`src/dmx_exec_cfg.svh`:
```
// Purpose: constants for the data-move instruction executor
// Assumes: 14-bit instruction words, one instruction per clock
// Notes:   opcode patterns are matched as (word & mask) == pattern
`ifndef DMX_EXEC_CFG_SVH
`define DMX_EXEC_CFG_SVH

`define DMX_OP_NOP        14'h0000
`define DMX_OP_SWRST      14'h0001
`define DMX_OP_OPTION     14'h0062
`define DMX_MSK_BANK      14'h3FE0
`define DMX_PAT_BANK      14'h0020
`define DMX_MSK_IND       14'h3FF8
`define DMX_PAT_IND       14'h0018
`define DMX_MSK_REL       14'h3F80
`define DMX_PAT_REL       14'h3F80
`define DMX_MSK_PAGE      14'h3F80
`define DMX_PAT_PAGE      14'h3180
`define DMX_MSK_LIT       14'h3F00
`define DMX_PAT_LIT       14'h3000
`define DMX_MSK_FILE      14'h3F80
`define DMX_PAT_FILE      14'h0080

`define DMX_IND_N_BIT     2
`define DMX_REL_N_BIT     6
`define DMX_PORT0_ADDR    7'h00
`define DMX_PORT1_ADDR    7'h01

`define DMX_RST_WORK      8'h00
`define DMX_RST_BANK      5'h00
`define DMX_RST_PAGE      7'h00
`define DMX_RST_OPTION    8'hFF
`define DMX_RST_PTR       12'h000
`define DMX_PTR_ONE       12'h001

`endif

```
`src/dmx_exec_pkg.sv`:
```
// Purpose: types shared by the data-move instruction executor
// Assumes: constants come from dmx_exec_cfg.svh
// Notes:   op class codes are one-hot apart from the all-zero DMX_NONE
package dmx_exec_pkg;

    typedef struct packed {
        logic        valid;
        logic [13:0] word;
    } dmx_instr_type;

    typedef struct packed {
        logic        valid;
        logic [11:0] addr;
        logic [7:0]  data;
    } dmx_wr_type;

    typedef enum logic [8:0] {
        DMX_NONE   = 9'b0_0000_0000,
        DMX_NOP    = 9'b0_0000_0001,
        DMX_SWRST  = 9'b0_0000_0010,
        DMX_OPTION = 9'b0_0000_0100,
        DMX_BANK   = 9'b0_0000_1000,
        DMX_PAGE   = 9'b0_0001_0000,
        DMX_LIT    = 9'b0_0010_0000,
        DMX_FILE   = 9'b0_0100_0000,
        DMX_IND    = 9'b0_1000_0000,
        DMX_REL    = 9'b1_0000_0000
    } dmx_op_type;

endpackage

```
`src/dmx_exec.sv`:
```
// Purpose: executes the data-move and control instruction group
// Assumes: one instruction word per clock, data memory outside
// Notes:   writes to memory leave as a registered strobe
//
// Behaviour
// - load-bank puts its literal in the bank select register, no flags
// - load-page puts its seven-bit literal in the pc high latch, no flags
// - load-working puts its eight-bit literal in W, one word, one cycle
// - store-working writes W to the 7-bit addressed file register, one cycle
// - indirect address is pointer (post modes), pointer +1, -1, or plus signed offset -32..31
// - pointer ends +1 for increments, -1 for decrements, same for offset
// - mode 00 pre-inc, 01 pre-dec, 10 post-inc, 11 post-dec; one bit picks
// - access port has no storage; it reaches the pointed-to location
// - pointer spans 000h to FFFh and wraps both ways
// - pointer updates and indirect stores leave status untouched
// - load-option copies W into the option register, no flags
// - software reset resets the device and clears the reset flag
`timescale 1ns/1ps
`include "dmx_exec_cfg.svh"

module dmx_exec
    import dmx_exec_pkg::*;
(
    input  wire logic          ref_clk_in,
    input  wire logic          nrst_in,
    input  wire dmx_instr_type instr_in,
    input  wire logic          reset_flag_set_in,
    output logic [7:0]         working_reg_out,
    output logic [4:0]         bank_select_reg_out,
    output logic [6:0]         pc_high_latch_out,
    output logic [7:0]         option_reg_out,
    output logic [11:0]        indirect_pointer0_out,
    output logic [11:0]        indirect_pointer1_out,
    output dmx_wr_type         mem_wr_out,
    output logic               reset_instr_flag_out,
    output logic               sw_reset_out
);

    logic        rst_meta;
    logic        rst_n;
    logic [7:0]  work;
    logic [4:0]  bank;
    logic [6:0]  page;
    logic [7:0]  option;
    logic [11:0] ptr0;
    logic [11:0] ptr1;
    logic        flag;
    logic        sw_rst;
    dmx_wr_type  wr;

    always_ff @(posedge ref_clk_in or negedge nrst_in) begin
        if (!nrst_in) begin
            rst_meta <= 1'b0;
            rst_n    <= 1'b0;
        end else begin
            rst_meta <= 1'b1;
            rst_n    <= rst_meta;
        end
    end

    // decode
    wire [13:0] w = instr_in.word;
    wire v = instr_in.valid;
    dmx_op_type op;
    assign op = !v ? DMX_NONE :
        (w == `DMX_OP_NOP)                      ? DMX_NOP    :
        (w == `DMX_OP_SWRST)                    ? DMX_SWRST  :
        (w == `DMX_OP_OPTION)                   ? DMX_OPTION :
        ((w & `DMX_MSK_BANK) == `DMX_PAT_BANK)  ? DMX_BANK   :
        ((w & `DMX_MSK_PAGE) == `DMX_PAT_PAGE)  ? DMX_PAGE   :
        ((w & `DMX_MSK_LIT) == `DMX_PAT_LIT)    ? DMX_LIT    :
        ((w & `DMX_MSK_FILE) == `DMX_PAT_FILE)  ? DMX_FILE   :
        ((w & `DMX_MSK_IND) == `DMX_PAT_IND)    ? DMX_IND    :
        ((w & `DMX_MSK_REL) == `DMX_PAT_REL)    ? DMX_REL    :
                                                  DMX_NONE;

    // a direct store to a port address is redirected through its pointer
    wire        f_port0 = (w[6:0] == `DMX_PORT0_ADDR);
    wire        f_port1 = (w[6:0] == `DMX_PORT1_ADDR);
    wire [11:0] file_addr = f_port0 ? ptr0 :
                            f_port1 ? ptr1 :
                            {bank, w[6:0]};

    wire        sel_n  = (op == DMX_REL) ? w[`DMX_REL_N_BIT]
                                         : w[`DMX_IND_N_BIT];
    wire [1:0]  mode   = w[1:0];
    wire [11:0] ptr    = sel_n ? ptr1 : ptr0;
    // 12-bit sums wrap at both ends; no carry or zero result leaves here
    wire [11:0] ptr_inc = 12'(ptr + `DMX_PTR_ONE);
    wire [11:0] ptr_dec = 12'(ptr - `DMX_PTR_ONE);
    wire [11:0] ptr_rel = 12'(ptr + {{6{w[5]}}, w[5:0]});
    wire        is_inc  = ~mode[0];
    wire        is_pre  = ~mode[1];
    wire [11:0] ind_ea  = (op == DMX_REL) ? ptr_rel :
                          !is_pre ? ptr :
                          is_inc ? ptr_inc : ptr_dec;
    wire [11:0] ind_new = (op == DMX_REL) ? ptr :
                          is_inc ? ptr_inc : ptr_dec;
    wire        ptr_upd = (op == DMX_IND) || (op == DMX_REL);

    wire [11:0] next_ptr0 = (ptr_upd && !sel_n) ? ind_new : ptr0;
    wire [11:0] next_ptr1 = (ptr_upd && sel_n)  ? ind_new : ptr1;

    // one assignment for the whole strobe word keeps a single driver
    dmx_wr_type next_wr;
    assign next_wr = '{valid: (op == DMX_FILE) || ptr_upd,
                       addr:  (op == DMX_FILE) ? file_addr : ind_ea,
                       data:  work};

    wire [7:0] next_work   = (op == DMX_LIT)    ? w[7:0] : work;
    wire [4:0] next_bank   = (op == DMX_BANK)   ? w[4:0] : bank;
    wire [6:0] next_page   = (op == DMX_PAGE)   ? w[6:0] : page;
    wire [7:0] next_option = (op == DMX_OPTION) ? work   : option;
    wire       do_swrst    = (op == DMX_SWRST);

    // the flag lives outside the software reset so it can report one;
    // the software reset's clear beats a reset_flag_set_in set landing in the same cycle
    always_ff @(posedge ref_clk_in or negedge rst_n) begin
        if (!rst_n) begin
            flag <= 1'b1;
        end else if (do_swrst) begin
            flag <= 1'b0;
        end else if (reset_flag_set_in) begin
            flag <= 1'b1;
        end
    end

    always_ff @(posedge ref_clk_in or negedge rst_n) begin
        if (!rst_n) begin
            work   <= `DMX_RST_WORK;
            bank   <= `DMX_RST_BANK;
            page   <= `DMX_RST_PAGE;
            option <= `DMX_RST_OPTION;
            ptr0   <= `DMX_RST_PTR;
            ptr1   <= `DMX_RST_PTR;
            wr     <= '0;
            sw_rst <= 1'b0;
        end else if (do_swrst) begin
            work   <= `DMX_RST_WORK;
            bank   <= `DMX_RST_BANK;
            page   <= `DMX_RST_PAGE;
            option <= `DMX_RST_OPTION;
            ptr0   <= `DMX_RST_PTR;
            ptr1   <= `DMX_RST_PTR;
            wr     <= '0;
            sw_rst <= 1'b1;
        end else begin
            work   <= next_work;
            bank   <= next_bank;
            page   <= next_page;
            option <= next_option;
            ptr0   <= next_ptr0;
            ptr1   <= next_ptr1;
            wr     <= next_wr;
            sw_rst <= 1'b0;
        end
    end

    assign working_reg_out       = work;
    assign bank_select_reg_out   = bank;
    assign pc_high_latch_out     = page;
    assign option_reg_out        = option;
    assign indirect_pointer0_out = ptr0;
    assign indirect_pointer1_out = ptr1;
    assign mem_wr_out            = wr;
    assign reset_instr_flag_out  = flag;
    assign sw_reset_out          = sw_rst;

    a_bank_load: assert property (@(posedge ref_clk_in) disable iff (!rst_n)
        op == DMX_BANK |=> bank == $past(w[4:0]))
        else $error("bank select not loaded");

    a_page_load: assert property (@(posedge ref_clk_in) disable iff (!rst_n)
        op == DMX_PAGE |=> page == $past(w[6:0]) && !sw_rst)
        else $error("pc high latch not loaded");

    a_lit_load: assert property (@(posedge ref_clk_in) disable iff (!rst_n)
        op == DMX_LIT |=> work == $past(w[7:0]) && !wr.valid)
        else $error("working register not loaded in one cycle");

    a_file_store: assert property (@(posedge ref_clk_in) disable iff (!rst_n)
        op == DMX_FILE && !f_port0 && !f_port1 |=> wr.valid
        && wr.addr == {$past(bank), $past(w[6:0])}
        && wr.data == $past(work))
        else $error("direct store wrong");

    a_port_redirect: assert property (@(posedge ref_clk_in) disable iff (!rst_n)
        op == DMX_FILE && f_port1 |=> wr.addr == $past(ptr1))
        else $error("port store not redirected");

    a_pre_addr: assert property (@(posedge ref_clk_in) disable iff (!rst_n)
        op == DMX_IND && mode == 2'b01 && !sel_n
        |=> wr.valid && wr.addr == 12'($past(ptr0) - 12'h001)
        && ptr0 == wr.addr)
        else $error("pre-decrement address wrong");

    a_post_inc: assert property (@(posedge ref_clk_in) disable iff (!rst_n)
        op == DMX_IND && mode == 2'b10 && sel_n
        |=> wr.addr == $past(ptr1)
        && ptr1 == 12'($past(ptr1) + 12'h001))
        else $error("post-increment wrong");

    a_rel_keep: assert property (@(posedge ref_clk_in) disable iff (!rst_n)
        op == DMX_REL |=> $stable(ptr0) && $stable(ptr1))
        else $error("relative store moved a pointer");

    a_ptr_wrap: assert property (@(posedge ref_clk_in) disable iff (!rst_n)
        op == DMX_IND && mode == 2'b00 && !sel_n && ptr0 == 12'hFFF
        |=> ptr0 == 12'h000)
        else $error("pointer did not wrap");

    a_option_load: assert property (@(posedge ref_clk_in) disable iff (!rst_n)
        op == DMX_OPTION |=> option == $past(work))
        else $error("option register not loaded");

    a_soft_reset: assert property (@(posedge ref_clk_in) disable iff (!rst_n)
        do_swrst |=> sw_rst && !flag && option == `DMX_RST_OPTION
        ##1 (!sw_rst || $past(do_swrst)))
        else $error("software reset misbehaved");

    a_nop_quiet: assert property (@(posedge ref_clk_in) disable iff (!rst_n)
        op == DMX_NOP |=> $stable(work) && $stable(ptr0) && $stable(ptr1)
        && $stable(bank) && $stable(option) && $stable(page)
        && !wr.valid)
        else $error("no-operation changed state");

endmodule

```
`config.mk`:
```
export PLATFORM = sky130hd
export DESIGN_NAME = dmx_exec
export DESIGN_NICKNAME = d
export VERILOG_FILES = /design/src/dmx_exec_pkg.sv /design/src/dmx_exec.sv
export VERILOG_INCLUDE_DIRS = /design/src
export SDC_FILE = /design/constraint.sdc
export NUM_CORES = 1
export LEC_CHECK = 0
export ABC_AREA = 1
export BUFFER_PORTS_ARGS = -buffer_cell sky130_fd_sc_hd__buf_2
export CAP_MARGIN = 30
export CORE_UTILIZATION = 55
export DETAILED_ROUTE_END_ITERATION = 8
export GPL_ROUTABILITY_DRIVEN = 0
export PLACE_DENSITY_LB_ADDON = 0.1
export SLEW_MARGIN = 0
export SYNTH_ARGS = -nofsm -noshare
export SYNTH_HDL_FRONTEND = slang
export SYNTH_SLANG_ARGS = --single-unit
```
`constraint.sdc`:
```
create_clock -name ref_clk_in -period 3.5 [get_ports ref_clk_in]
set_input_delay 0.875 -clock ref_clk_in [delete_from_list [all_inputs] [get_ports ref_clk_in]]
set_output_delay 0.875 -clock ref_clk_in [all_outputs]
set_load 0.03 [all_outputs]
```
# Word level (Yosys, flattened, before mapping)

Index checks and enable logic that the tools add are counted.

Register bits: 77
Input bits: 18
Output and inout port bits: 75

Add/subtract/negate cells: 3
Eq/ne operators: 17
Muxes and demuxes: 35
Reduce and logical (&&, ||, !) cells: 14

Operators by type and width:

| cell                                                                   | count |
|---|---|
| 12-bit two-way mux                                                     | 12 |
| 9-bit two-way mux                                                      | 10 |
| 8-bit two-way mux                                                      | 4 |
| 21-bit two-way mux                                                     | 1 |
| 14-bit by 1-bit equality test with 1-bit output, second input constant | 1 |
| 14-bit by 7-bit equality test with 1-bit output, second input constant | 1 |
| 7-bit by 1-bit equality test with 1-bit output, second input constant  | 2 |
| 7-bit equality test, second input constant                             | 2 |
| 14-bit zero test                                                       | 1 |
| 7-bit two-way mux                                                      | 2 |
| 2-bit nonzero test                                                     | 7 |
| 12-bit by 1-bit adder with 12-bit output, second input constant        | 1 |
| 12-bit adder                                                           | 1 |
| 12-bit by 1-bit subtractor with 12-bit output, second input constant   | 1 |
| 11-bit by 2-bit equality test with 1-bit output, second input constant | 1 |
| 5-bit two-way mux                                                      | 2 |
| 9-bit by 1-bit equality test with 1-bit output, second input constant  | 1 |
| 9-bit by 2-bit equality test with 1-bit output, second input constant  | 1 |
| 9-bit by 3-bit equality test with 1-bit output, second input constant  | 1 |
| 9-bit by 4-bit equality test with 1-bit output, second input constant  | 1 |
| 9-bit by 5-bit equality test with 1-bit output, second input constant  | 1 |
| 9-bit by 6-bit equality test with 1-bit output, second input constant  | 1 |
| 9-bit by 7-bit equality test with 1-bit output, second input constant  | 1 |
| 9-bit by 8-bit equality test with 1-bit output, second input constant  | 1 |
| other kinds (7)                                                        | 12 |

# Depth between registers and ports, before layout

Gate-level depths: netlist (run 1).

Depth in word-level cells: 20
Depth in mapped cells: 21
Mapped depth without buffers: 20

# Least setup slack after synthesis (run 1)

OpenSTA, ideal clock, no wires.

Path kind: input to register
Start: input instr_in[14] in the netlist's numbering
End: register wr, in the netlist mem_wr_out[14]
Library setup time: 0.134 ns
Data arrival time: 3.085 ns
Data required time: 3.366 ns
Setup slack: 0.281 ns
Cell stages on the path: 19
Buffers on the path: 1
Cell sequence: buf_4 -> nand2_1 -> nor2_2 -> nand2_4 -> nand2_2 -> nand3b_1 -> nand2_2 -> inv_2 -> ha_1 -> fa_1 -> nand3_1 -> nand2_1 -> a21oi_1 -> nor2_1 -> nor2_1 -> xor2_1 -> nand2_1 -> o21ai_1 -> a21oi_1

Longest elaborated chain between the ends: 10
Elaborated cells on any way between the ends: 14

RTL lines:

| what                                                                                                                              | RTL line                       | RTL |
|---|---|---|
| start, declared                                                                                                                   | dmx_exec.sv:26                 | `input wire dmx_instr_type instr_in,` |
| 9-bit two-way mux (*)                                                                                                             | dmx_exec.sv:65                 | `assign op = !v ? DMX_NONE :` |
| 9-bit equality test                                                                                                               | dmx_exec.sv:84, dmx_exec.sv:94 |  |
| 1-bit two-way mux                                                                                                                 | dmx_exec.sv:84                 | `` wire sel_n = (op == DMX_REL) ? w[`DMX_REL_N_BIT] `` |
| 12-bit two-way mux                                                                                                                | dmx_exec.sv:87                 | `wire [11:0] ptr = sel_n ? ptr1 : ptr0;` |
| 12-bit by 1-bit adder with 12-bit output (no source line) / 12-bit by 1-bit subtractor with 12-bit output (equally long branches) | -                              |  |
| 12-bit two-way mux                                                                                                                | dmx_exec.sv:96                 | `is_inc ? ptr_inc : ptr_dec;` |
| 12-bit two-way mux                                                                                                                | dmx_exec.sv:95                 | `!is_pre ? ptr :` |
| 12-bit two-way mux                                                                                                                | dmx_exec.sv:94                 | `wire [11:0] ind_ea = (op == DMX_REL) ? ptr_rel :` |
| 12-bit two-way mux                                                                                                                | dmx_exec.sv:107                | `addr: (op == DMX_FILE) ? file_addr : ind_ea,` |
| 21-bit two-way mux (*)                                                                                                            | dmx_exec.sv:138                | `end else if (do_swrst) begin` |
| end signal, assigned                                                                                                              | dmx_exec.sv:154                | `wr <= next_wr;` |
| end, declared                                                                                                                     | dmx_exec.sv:49                 | `dmx_wr_type wr;` |

Every way passes the cells marked *; elsewhere a longest branch is shown, timed or not.
A chain may end at the register's enable or synchronous reset.

# Worst setup path in the final report (run 1)

Start: input instr_in[12] in the netlist's numbering
End: register wr, in the netlist mem_wr_out[18]

Longest elaborated chain between the ends: 20
Elaborated cells on any way between the ends: 32

RTL lines:

| what                                                                                                                              | RTL line        | RTL |
|---|---|---|
| 7-bit equality test (no source line)                                                                                              | -               |  |
| 9-bit two-way mux                                                                                                                 | dmx_exec.sv:74  | `` ((w & `DMX_MSK_REL) == `DMX_PAT_REL) ? DMX_REL : `` |
| 9-bit two-way mux                                                                                                                 | dmx_exec.sv:73  | `` ((w & `DMX_MSK_IND) == `DMX_PAT_IND) ? DMX_IND : `` |
| 9-bit two-way mux                                                                                                                 | dmx_exec.sv:72  | `` ((w & `DMX_MSK_FILE) == `DMX_PAT_FILE) ? DMX_FILE : `` |
| 9-bit two-way mux                                                                                                                 | dmx_exec.sv:71  | `` ((w & `DMX_MSK_LIT) == `DMX_PAT_LIT) ? DMX_LIT : `` |
| 9-bit two-way mux                                                                                                                 | dmx_exec.sv:70  | `` ((w & `DMX_MSK_PAGE) == `DMX_PAT_PAGE) ? DMX_PAGE : `` |
| 9-bit two-way mux                                                                                                                 | dmx_exec.sv:69  | `` ((w & `DMX_MSK_BANK) == `DMX_PAT_BANK) ? DMX_BANK : `` |
| 9-bit two-way mux                                                                                                                 | dmx_exec.sv:68  | `` (w == `DMX_OP_OPTION) ? DMX_OPTION : `` |
| (+4 left out)                                                                                                                     | -               |  |
| 1-bit two-way mux                                                                                                                 | dmx_exec.sv:84  |  |
| 12-bit two-way mux                                                                                                                | dmx_exec.sv:87  |  |
| 12-bit by 1-bit adder with 12-bit output (no source line) / 12-bit by 1-bit subtractor with 12-bit output (equally long branches) | -               |  |
| 12-bit two-way mux                                                                                                                | dmx_exec.sv:96  |  |
| 12-bit two-way mux                                                                                                                | dmx_exec.sv:95  |  |
| 12-bit two-way mux                                                                                                                | dmx_exec.sv:94  |  |
| 12-bit two-way mux                                                                                                                | dmx_exec.sv:107 |  |
| 21-bit two-way mux (*)                                                                                                            | dmx_exec.sv:138 |  |

Marks and branches as above.

==> results.sh, run 1 <==
export IMPL_outcome="complete, no violations"
export IMPL_crit_path_end_kind="flip-flop"
export IMPL_synth_simple_gate_area_share_pct=26.0
export IMPL_grt_max_degree=76
export IMPL_yosysSeqAreaShare_pct=39.3
export IMPL_max_slew_margin_pct=49.1
export IMPL_avgSynthCellArea_um2=7.49
export IMPL_synth_xor_area_share_pct=2.66
export IMPL_cap_violations=0
export IMPL_die_w_um=96.7
export IMPL_num_rows=34
export IMPL_setup_violations=0
export IMPL_clock_path_buffers=2
export IMPL_cts_tree="built"
export IMPL_ant_nets=0
export IMPL_finClkSkew_ns=0.0152
export IMPL_hold_viol=0
export IMPL_critPathRequiredTime_ns=3.79
export IMPL_cts_max_level=3
export IMPL_die_h_um=96.7
export IMPL_instances_no_fill=873
export IMPL_final_area_um2=5790
export IMPL_n_fill_cell=773
export IMPL_ys_ff_latch=77
export IMPL_fin_crit_ns=3.32
export IMPL_dp_cells=856
export IMPL_synth_fa_ha_area_share_pct=6.39
export IMPL_final_cell_mix="nand2_1, buf_2, o21ai_0"
export IMPL_place_worst_setup_slack_ns=-0.0880
export IMPL_cts_root_buffer="clkbuf_8"
export IMPL_post_route_util_pct=66.4
export IMPL_initial_utilization_pct=56.6
export IMPL_drive_above_1_share_pct=21.8
export IMPL_synth_compound_area_share_pct=18.1
export IMPL_drtIter0Drc=336
export IMPL_max_freq_ghz=0.302
export IMPL_critPathArrivalTime_ns=3.61
export IMPL_dieArea_um2=9360
export IMPL_setup_slack_ns=0.185
export IMPL_whs_ns=0.105
export IMPL_crit_type="input pin to flip-flop"
export IMPL_syn_area_um2=4940
export IMPL_critPathMaxFanout=4
export IMPL_post_cts_buffers=0
export IMPL_hp_class="flip-flop to asynchronous set/reset pin"
export IMPL_tightest_slew_ns=0.763
export IMPL_cts_sinks=77
export IMPL_num_antenna_cells=0
export IMPL_rsz0062_at_grt="false"
export IMPL_antenna_found_initial=0
export IMPL_totalPowerFinal_mw=2.35
export IMPL_clk_latency_ns=0.36
export IMPL_wl_per_cell_um=16.7
export IMPL_drt_drc_violations_left=0
export IMPL_ir_drop_mv=0.207
export IMPL_ys_types=48
export IMPL_io_buffers=92
export IMPL_fin_crit_sh_pct=94.7
export IMPL_p_per_area_nw_per_um2=406
export IMPL_yosys_warnings=0
export IMPL_layout_commonest_cell="nand2_1"
export IMPL_area_growth_pct=17.3
export IMPL_muxShareOfSynthArea_pct=0
export IMPL_synthArstFlopShare_pct=100
export IMPL_syn_nets=701
export IMPL_place_hpwl_mm=10.7
export IMPL_grt_pass1_wl_mm=23.6
export IMPL_cts_buffers=9
export IMPL_synth_ff_type="dfrtp_1"
export IMPL_routed_wl_mm=14.6
export IMPL_core_um2=8720
export IMPL_p_leak_nw=3.14
export IMPL_setup_tns_ns=0
export IMPL_grt_pass1_vias=4758
export IMPL_viasPerCell=5.82
export IMPL_synth_top_family_by_area="simple AND/OR/NAND/NOR gates"
export IMPL_vias=5083
export IMPL_overflow=0
export IMPL_clk_pin_slew_ns=0.10
export IMPL_cts_hold_buf=0
export IMPL_cp_start_kind="input pin"
export IMPL_grt_total_usage_pct=31.7
export IMPL_io_pins=93
export IMPL_synthCells=659
export IMPL_first_pass_iters=6
export IMPL_report_final_slew_viol_count=0
export IMPL_synth_edf_count=0
export IMPL_postPlaceCellArea_um2=5570
export IMPL_cts_resized=0
export IMPL_nNetsFinal=802
==> registers in the layout (all words and copies together), names as in the netlist, 5 cells and up <==
signal                 flops
indirect_pointer1_out     12
working_reg_out            8
bank_select_reg_out        5
indirect_pointer0_out     12
mem_wr_out                21
option_reg_out             8
pc_high_latch_out          7
==> cell families after synthesis <==
kind of cell | count (synthesis)
and+or+nand+nor | 292
AOI/OAI and AO/OA | 158
buffers and inverters | 92
DFF | 77
adders and majority gates | 24
xor gates and xnor gates | 15
other | 1
==> power by group <==
part	internal, mW	leakage, nW	switching, mW
sequential	0.969	0.947	0.0491
clock	0.269	0.0886	0.374
combinational	0.212	2.11	0.477
==> synth_stat cells (3+ instances only) <==
master | n | area [um^2]
nand3_1 | 51 | 255
dfrtp_1 | 68 | 1700
xor2_1 | 9 | 78.8
a21o_1 | 4 | 30.0
nor3_1 | 8 | 40.0
nand4_1 | 9 | 56.3
a211oi_1 | 3 | 22.5
o21ai_1 | 13 | 65.1
o21ai_2 | 4 | 35.0
o21ai_0 | 68 | 340
ha_1 | 22 | 275
nand2_1 | 169 | 634
o211ai_1 | 10 | 75.1
buf_2 | 5 | 25.0
inv_2 | 4 | 15.0
clkbuf_1 | 13 | 48.8
nor2_1 | 37 | 139
nand2_4 | 3 | 33.8
a21oi_1 | 42 | 210
inv_1 | 64 | 240
xnor2_1 | 6 | 52.6
dfstp_2 | 9 | 236
nand2_2 | 6 | 37.5
==> metal layers <==
layer | vias up | GRT usage [%] | wire length [um]
met4 | 0 | 12.7 | 443
met5 | - | 0 | 0
li1 | 2402 | - | -
met2 | 250 | 50.8 | 6790
met1 | 2396 | 42.3 | 6110
met3 | 35 | 6.29 | 1220
==> layout make-up <==
cell class / instances / area (um^2) / area share, %
clock buffer: 9 / 124 / 2.14
tap: 108 / 135 / 2.33
sequential: 77 / 1940 / 33.5
timing repair buffer: 113 / 638 / 11.0
inverter: 69 / 259 / 4.47
multi-input combinational: 490 / 2640 / 45.5
clock inverter: 7 / 57.6 / 0.994
==> final timing paths <==
check,slack [ns],end,start,depth (start not counted)
max in group asynchronous,2.81,option_reg_out[0],rst_n,1
setup reg to reg,0.74,mem_wr_out[18],indirect_pointer0_out[0],16
hold / removal,0.11,mem_wr_out[1],rst_n,0
min in group ref_clk_in,0.38,rst_n,rst_meta,0
hold reg to reg,0.11,mem_wr_out[1],rst_n,0
setup / recovery,0.18,mem_wr_out[18],instr_in[12],21
==> worst max-delay path, cell delays in order <==
cell and delay [ns]:
buf_2 0.09, nand2_1 0.10, nor2_4 0.19, nand2_4 0.09, nand2_2 0.08, nand3b_1 0.18, nand2_2 0.17, inv_2 0.08
ha_2 0.21, fa_1 0.44, nand3_1 0.09, nand2_1 0.10, nand4_1 0.10, nand2_1 0.08, nand2_1 0.09, a21boi_0 0.13
nor2_1 0.13, nand2_1 0.08, nand3_1 0.09, nand2_1 0.08, a21oi_1 0.14
Power figures use the tool's default switching activity.
==> run 2, diff against run 1 <==
Settings changed: CORE_ASPECT_RATIO set to 1.5, RECOVER_POWER set to 100.
==> results.sh, run 2 (synthesis gave the netlist of run 1 again) <==
export IMPL_critPathMaxStageDelay_ns=0.36
export IMPL_cp_slowest_cell="ha_1"
export IMPL_ant_nets=0
export IMPL_final_area_um2=5820
export IMPL_crit_family="compound AO/OA/AOI/OAI gates"
export IMPL_p_sw_mw=0.920
export IMPL_initial_utilization_pct=56.3
export IMPL_first_pass_iters=7
export IMPL_use_met2_pct=55.9
export IMPL_area_growth_pct=17.8
export IMPL_failed_checks="max-capacitance violations, max-slew violations"
export IMPL_hp_class="flip-flop to asynchronous set/reset pin"
export IMPL_grt_pass1_vias=4882
export IMPL_dieArea_um2=9370
export IMPL_io_buffers=92
export IMPL_critPathRequiredTime_ns=3.69
export IMPL_nNetsFinal=805
export IMPL_largest_register_ffs=21
export IMPL_cts_max_level=3
export IMPL_wl_per_cell_um=17.0
export IMPL_die_w_um=79.4
export IMPL_instances_no_fill=878
export IMPL_met3_usage_pct=4.81
export IMPL_post_cts_buffers=0
export IMPL_cap_violations=1
export IMPL_die_h_um=118
export IMPL_clkPwrFrac_pct=38.3
export IMPL_core_um2=8780
export IMPL_setup_violations=0
export IMPL_drtIter0Drc=335
export IMPL_drive_above_1_share_pct=11.2
export IMPL_crit_path_end_kind="flip-flop"
export IMPL_p_per_area_nw_per_um2=470
export IMPL_place_hpwl_mm=10.9
export IMPL_tightest_slew_ns=1.96
export IMPL_hold_viol=0
export IMPL_postPlaceCellArea_um2=5600
export IMPL_cts_tree="built"
export IMPL_n_fill_cell=813
export IMPL_fin_crit_ns=3.25
export IMPL_cts_resized=0
export IMPL_antenna_found_initial=0
export IMPL_swShare_pct=33.7
export IMPL_cts_buffers=9
export IMPL_clk_pin_slew_ns=0.06
export IMPL_grt_pass1_wl_mm=23.7
export IMPL_grt_total_usage_pct=33.2
export IMPL_pwr_share_comb_pct=24.2
export IMPL_final_cell_mix="nand2_1, clkbuf_1, o21ai_0"
export IMPL_regArea_um2=1940
export IMPL_grt_max_degree=42
export IMPL_overflow=0
export IMPL_clk_latency_ns=0.35
export IMPL_clock_path_buffers=2
export IMPL_rsz0062_at_grt="false"
export IMPL_ir_drop_mv=0.306
export IMPL_internal_power_mw=1.81
export IMPL_io_pins=93
export IMPL_critPathMaxFanout=19
export IMPL_p_leak_nw=2.95
export IMPL_drt_drc_violations_left=0
export IMPL_power_frac_seq_pct=37.5
export IMPL_grtUsageMet1_pct=40.2
export IMPL_multiInputGateArea_um2=2620
export IMPL_grt_busiest_layer="met2"
export IMPL_viasPerCell=5.82
export IMPL_num_rows=42
export IMPL_critPathArrivalTime_ns=3.44
export IMPL_report_final_slew_viol_count=38
export IMPL_critPathBufInv=1
export IMPL_outcome="finished with violations"
export IMPL_finClkSkew_ns=0.00643
export IMPL_num_antenna_cells=0
export IMPL_crit_path_cell_trace="buf_2, nand2_1, nor2_2, nand3_2, nand2_8, nand2_1, o21ai_1, ha_1, a21oi_1, o21ai_0, a21oi_1, xor2_1, a21oi_1, o21ai_0, o21ai_0"
export IMPL_crit_type="input pin to flip-flop"
export IMPL_totalPowerFinal_mw=2.73
export IMPL_max_freq_ghz=0.308
export IMPL_cts_sinks=77
export IMPL_cp_start_kind="input pin"
export IMPL_fin_crit_sh_pct=92.8
export IMPL_cts_root_buffer="clkbuf_16"
export IMPL_cts_hold_buf=0
export IMPL_routed_wl_mm=14.9
export IMPL_max_slew_margin_pct=-30.7
export IMPL_dp_cells=862
export IMPL_vias=5110
export IMPL_layout_commonest_cell="nand2_1"
[run 2: changes by cell type in the layout (fill, tap and decap cells not counted), sizes merged]
| cell | previous run | this run |
|---|---|---|
| clkinvlp | 2 | 0 |
| inv | 72 | 70 |
| bufinv | 0 | 2 |
| clkinv | 2 | 3 |
| clkbuf | 9 | 91 |
| buf | 113 | 35 |
[run 2: metal layers]
metal | vias up | part of all wire, %
li1 | 2406 | -
met1 | 2403 | 39
met2 | 249 | 50
met3 | 52 | 6.7
met4 | 0 | 4.4
met5 | - | 0
[run 2: final timing paths]
check,start,end,slack [ns],cells past startpoint
min in group ref_clk_in,rst_meta,rst_n,0.36,0
max in group asynchronous,rst_n,indirect_pointer0_out[2],1.05,1
setup / recovery,instr_in[11],indirect_pointer1_out[6],0.25,15
setup reg to reg,indirect_pointer0_out[0],mem_wr_out[14],1.04,14
hold / removal,rst_n,mem_wr_out[5],0.23,0
hold reg to reg,rst_n,mem_wr_out[5],0.23,0
[run 2: power groups by stage]
stage          clock network [mW]  logic (mW)  registers (mW)
2_1_floorplan                   0       0.296            1.20
3_3_place_gp                    0       0.669            1.03
3_5_place_dp                    0       0.680            1.04
4_1_cts                      1.05       0.685            1.02
5_1_grt                      1.09       0.722            1.03
6_report                     1.05       0.661            1.02
[run 2: area by class of cell]
cell class,instances,area share (%)
clock inverters,6,1.61
multi-input cells,490,45.0
repair buffers,116,9.14
inverters,69,4.45
flip-flops and latches,77,33.3
well taps,110,2.37
clock buffers,10,4.11
[run 2: metrics by stage]
| stage | setup WS (ns) | TNS, ns | hold WS (ns) | utilization (%) |
|---|---|---|---|---|
| floorplan | 0.281 | 0 | 0.331 | - |
| CTS | 0.248 | 0 | 0.161 | 67.7 |
| finish | 0.251 | 0 | 0.226 | 66.3 |
| global placement | 0.0200 | 0 | 0.161 | 63.9 |
| global route | 0.0196 | 0 | 0.297 | 66.3 |
| detailed placement | -0.0775 | -0.186 | 0.158 | 63.9 |
==> run 3, diff against run 2 <==
Settings changed: CORE_UTILIZATION 55 to 44, PLACE_DENSITY set to 0.72, PLACE_DENSITY_LB_ADDON 0.1 to not set.
==> results.sh, run 3 (synthesis gave the netlist of run 1 again) <==
export IMPL_outcome="complete, no violations"
export IMPL_num_antenna_cells=0
export IMPL_max_freq_ghz=0.305
export IMPL_clk_pin_slew_ns=0.06
export IMPL_n_fill_cell=1081
export IMPL_totalPowerFinal_mw=2.76
export IMPL_tightest_slew_ns=0.962
export IMPL_wl_per_cell_um=16.6
export IMPL_drive_above_1_share_pct=11.0
export IMPL_hp_class="input pin to asynchronous set/reset pin"
export IMPL_largest_register_ffs=21
export IMPL_cts_hold_buf=0
export IMPL_fin_crit_sh_pct=93.6
export IMPL_place_hpwl_mm=11.2
export IMPL_ir_drop_mv=0.206
export IMPL_critPathRequiredTime_ns=3.70
export IMPL_clock_path_buffers=2
export IMPL_area_growth_pct=18.3
export IMPL_die_h_um=132
export IMPL_clk_latency_ns=0.34
export IMPL_initial_utilization_pct=44.9
export IMPL_grt_pass1_wl_mm=23.4
export IMPL_ant_nets=0
export IMPL_internal_power_mw=1.86
export IMPL_core_um2=11000
export IMPL_grt_total_usage_pct=26.3
export IMPL_max_slew_margin_pct=35.8
export IMPL_drtIter0Drc=520
export IMPL_cap_violations=0
export IMPL_critPathMaxFanout=19
export IMPL_final_cell_mix="nand2_1, clkbuf_1, o21ai_0"
export IMPL_finClkSkew_ns=0.00674
export IMPL_io_buffers=92
export IMPL_first_pass_iters=7
export IMPL_grt_pass1_vias=4871
export IMPL_p_sw_mw=0.910
export IMPL_cts_tree="built"
export IMPL_drt_drc_violations_left=0
export IMPL_clkPwrFrac_pct=39.1
export IMPL_cts_root_buffer="clkbuf_16"
export IMPL_num_rows=47
export IMPL_nNetsFinal=799
export IMPL_grt_max_degree=76
export IMPL_die_w_um=88.5
export IMPL_p_leak_nw=2.93
export IMPL_report_final_slew_viol_count=0
export IMPL_vias=5126
export IMPL_cp_start_kind="input pin"
export IMPL_layout_commonest_cell="nand2_1"
export IMPL_crit_path_end_kind="flip-flop"
export IMPL_critPathArrivalTime_ns=3.48
export IMPL_dieArea_um2=11700
export IMPL_cts_max_level=3
export IMPL_pwr_share_comb_pct=23.3
export IMPL_setup_violations=0
export IMPL_hold_viol=0
export IMPL_routed_wl_mm=15.1
export IMPL_instances_no_fill=909
export IMPL_rsz0062_at_grt="false"
export IMPL_cts_sinks=77
export IMPL_power_frac_seq_pct=37.6
export IMPL_io_pins=93
export IMPL_crit_type="input pin to flip-flop"
export IMPL_overflow=0
export IMPL_viasPerCell=5.64
export IMPL_cts_buffers=9
export IMPL_p_per_area_nw_per_um2=473
export IMPL_antenna_found_initial=0
export IMPL_fin_crit_ns=3.27
export IMPL_swShare_pct=32.9
export IMPL_dp_cells=892
==> run 3: area by class of cell <==
| type | instances | area, um^2 | area share (%) |
|---|---|---|---|
| well taps | 147 | 184 | 3.15 |
| clock inverters | 7 | 121 | 2.08 |
| inverters | 69 | 259 | 4.43 |
| clock buffers | 9 | 225 | 3.86 |
| flip-flops and latches | 77 | 1940 | 33.2 |
| repair buffers | 110 | 490 | 8.40 |
| multi-input cells | 490 | 2620 | 44.8 |
==> run 3: repair_timing <==
item	CTS	global route
setup buffers	0	1
endpoints found under the setup margin	0	3
endpoints found under the hold margin	0	0
resized for setup	0	3
==> run 3: per-stage QoR <==
step / utilization, % / hold WS, ns / worst slack, ns / cell area [um^2] / TNS [ns]
2_1_floorplan: - / 0.331 / 0.281 / 4940 / 0
4_1_cts: 54.1 / 0.301 / 0.251 / 5950 / 0
6_report: 53.1 / 0.306 / 0.225 / 5840 / 0
5_1_grt: 53.1 / 0.303 / 0.0405 / 5840 / 0
3_3_place_gp: 50.9 / 0.338 / 0.00566 / 5600 / 0
3_5_place_dp: 50.9 / 0.346 / -0.0968 / 5600 / -0.373
==> run 3: power groups by stage <==
stage / Sequential, mW / Clock, mW / Combinational [mW]
after floorplan: 1.20 / 0 / 0.296
after global placement: 1.05 / 0 / 0.649
after detailed placement: 1.05 / 0 / 0.659
after CTS: 1.04 / 1.09 / 0.661
after global routing: 1.05 / 1.13 / 0.701
final: 1.04 / 1.08 / 0.644
==> run 3: final timing paths <==
kind                                           from                  endpoint  slack [ns]  cells past startpoint
min in group ref_clk_in                    rst_meta                     rst_n        0.36                      0
max                                     instr_in[7]  indirect_pointer1_out[5]        0.23                     17
min                                         nrst_in                     rst_n        0.31                      1
max reg2reg                indirect_pointer0_out[0]            mem_wr_out[14]        0.85                     14
min reg2reg                                rst_meta                     rst_n        0.36                      0
max in group asynchronous                     rst_n  indirect_pointer0_out[6]        2.38                      0
==> run 3: worst max-delay path, stage by stage <==
cell and delay [ns]:
buf_2 0.16, nand2_2 0.08, nor2_4 0.18, nand2_4 0.09, nand2_4 0.09, nand2_8 0.12, nand2_1 0.08, o21ai_1 0.14
ha_1 0.41, nand2_1 0.12, nor2_1 0.16, inv_1 0.05, o21ai_0 0.31, xor2_1 0.29, nand2_1 0.12, nand3_1 0.10
o21ai_0 0.11
==> run 3: routing by layer <==
metal / GRT usage [%] / up-vias / share of wire (%)
met5: 0 / - / 0
met4: 16.0 / 0 / 4.6
met3: 4.70 / 59 / 8.1
met2: 44.9 / 302 / 51
met1: 29.5 / 2364 / 37
li1: - / 2401 / -
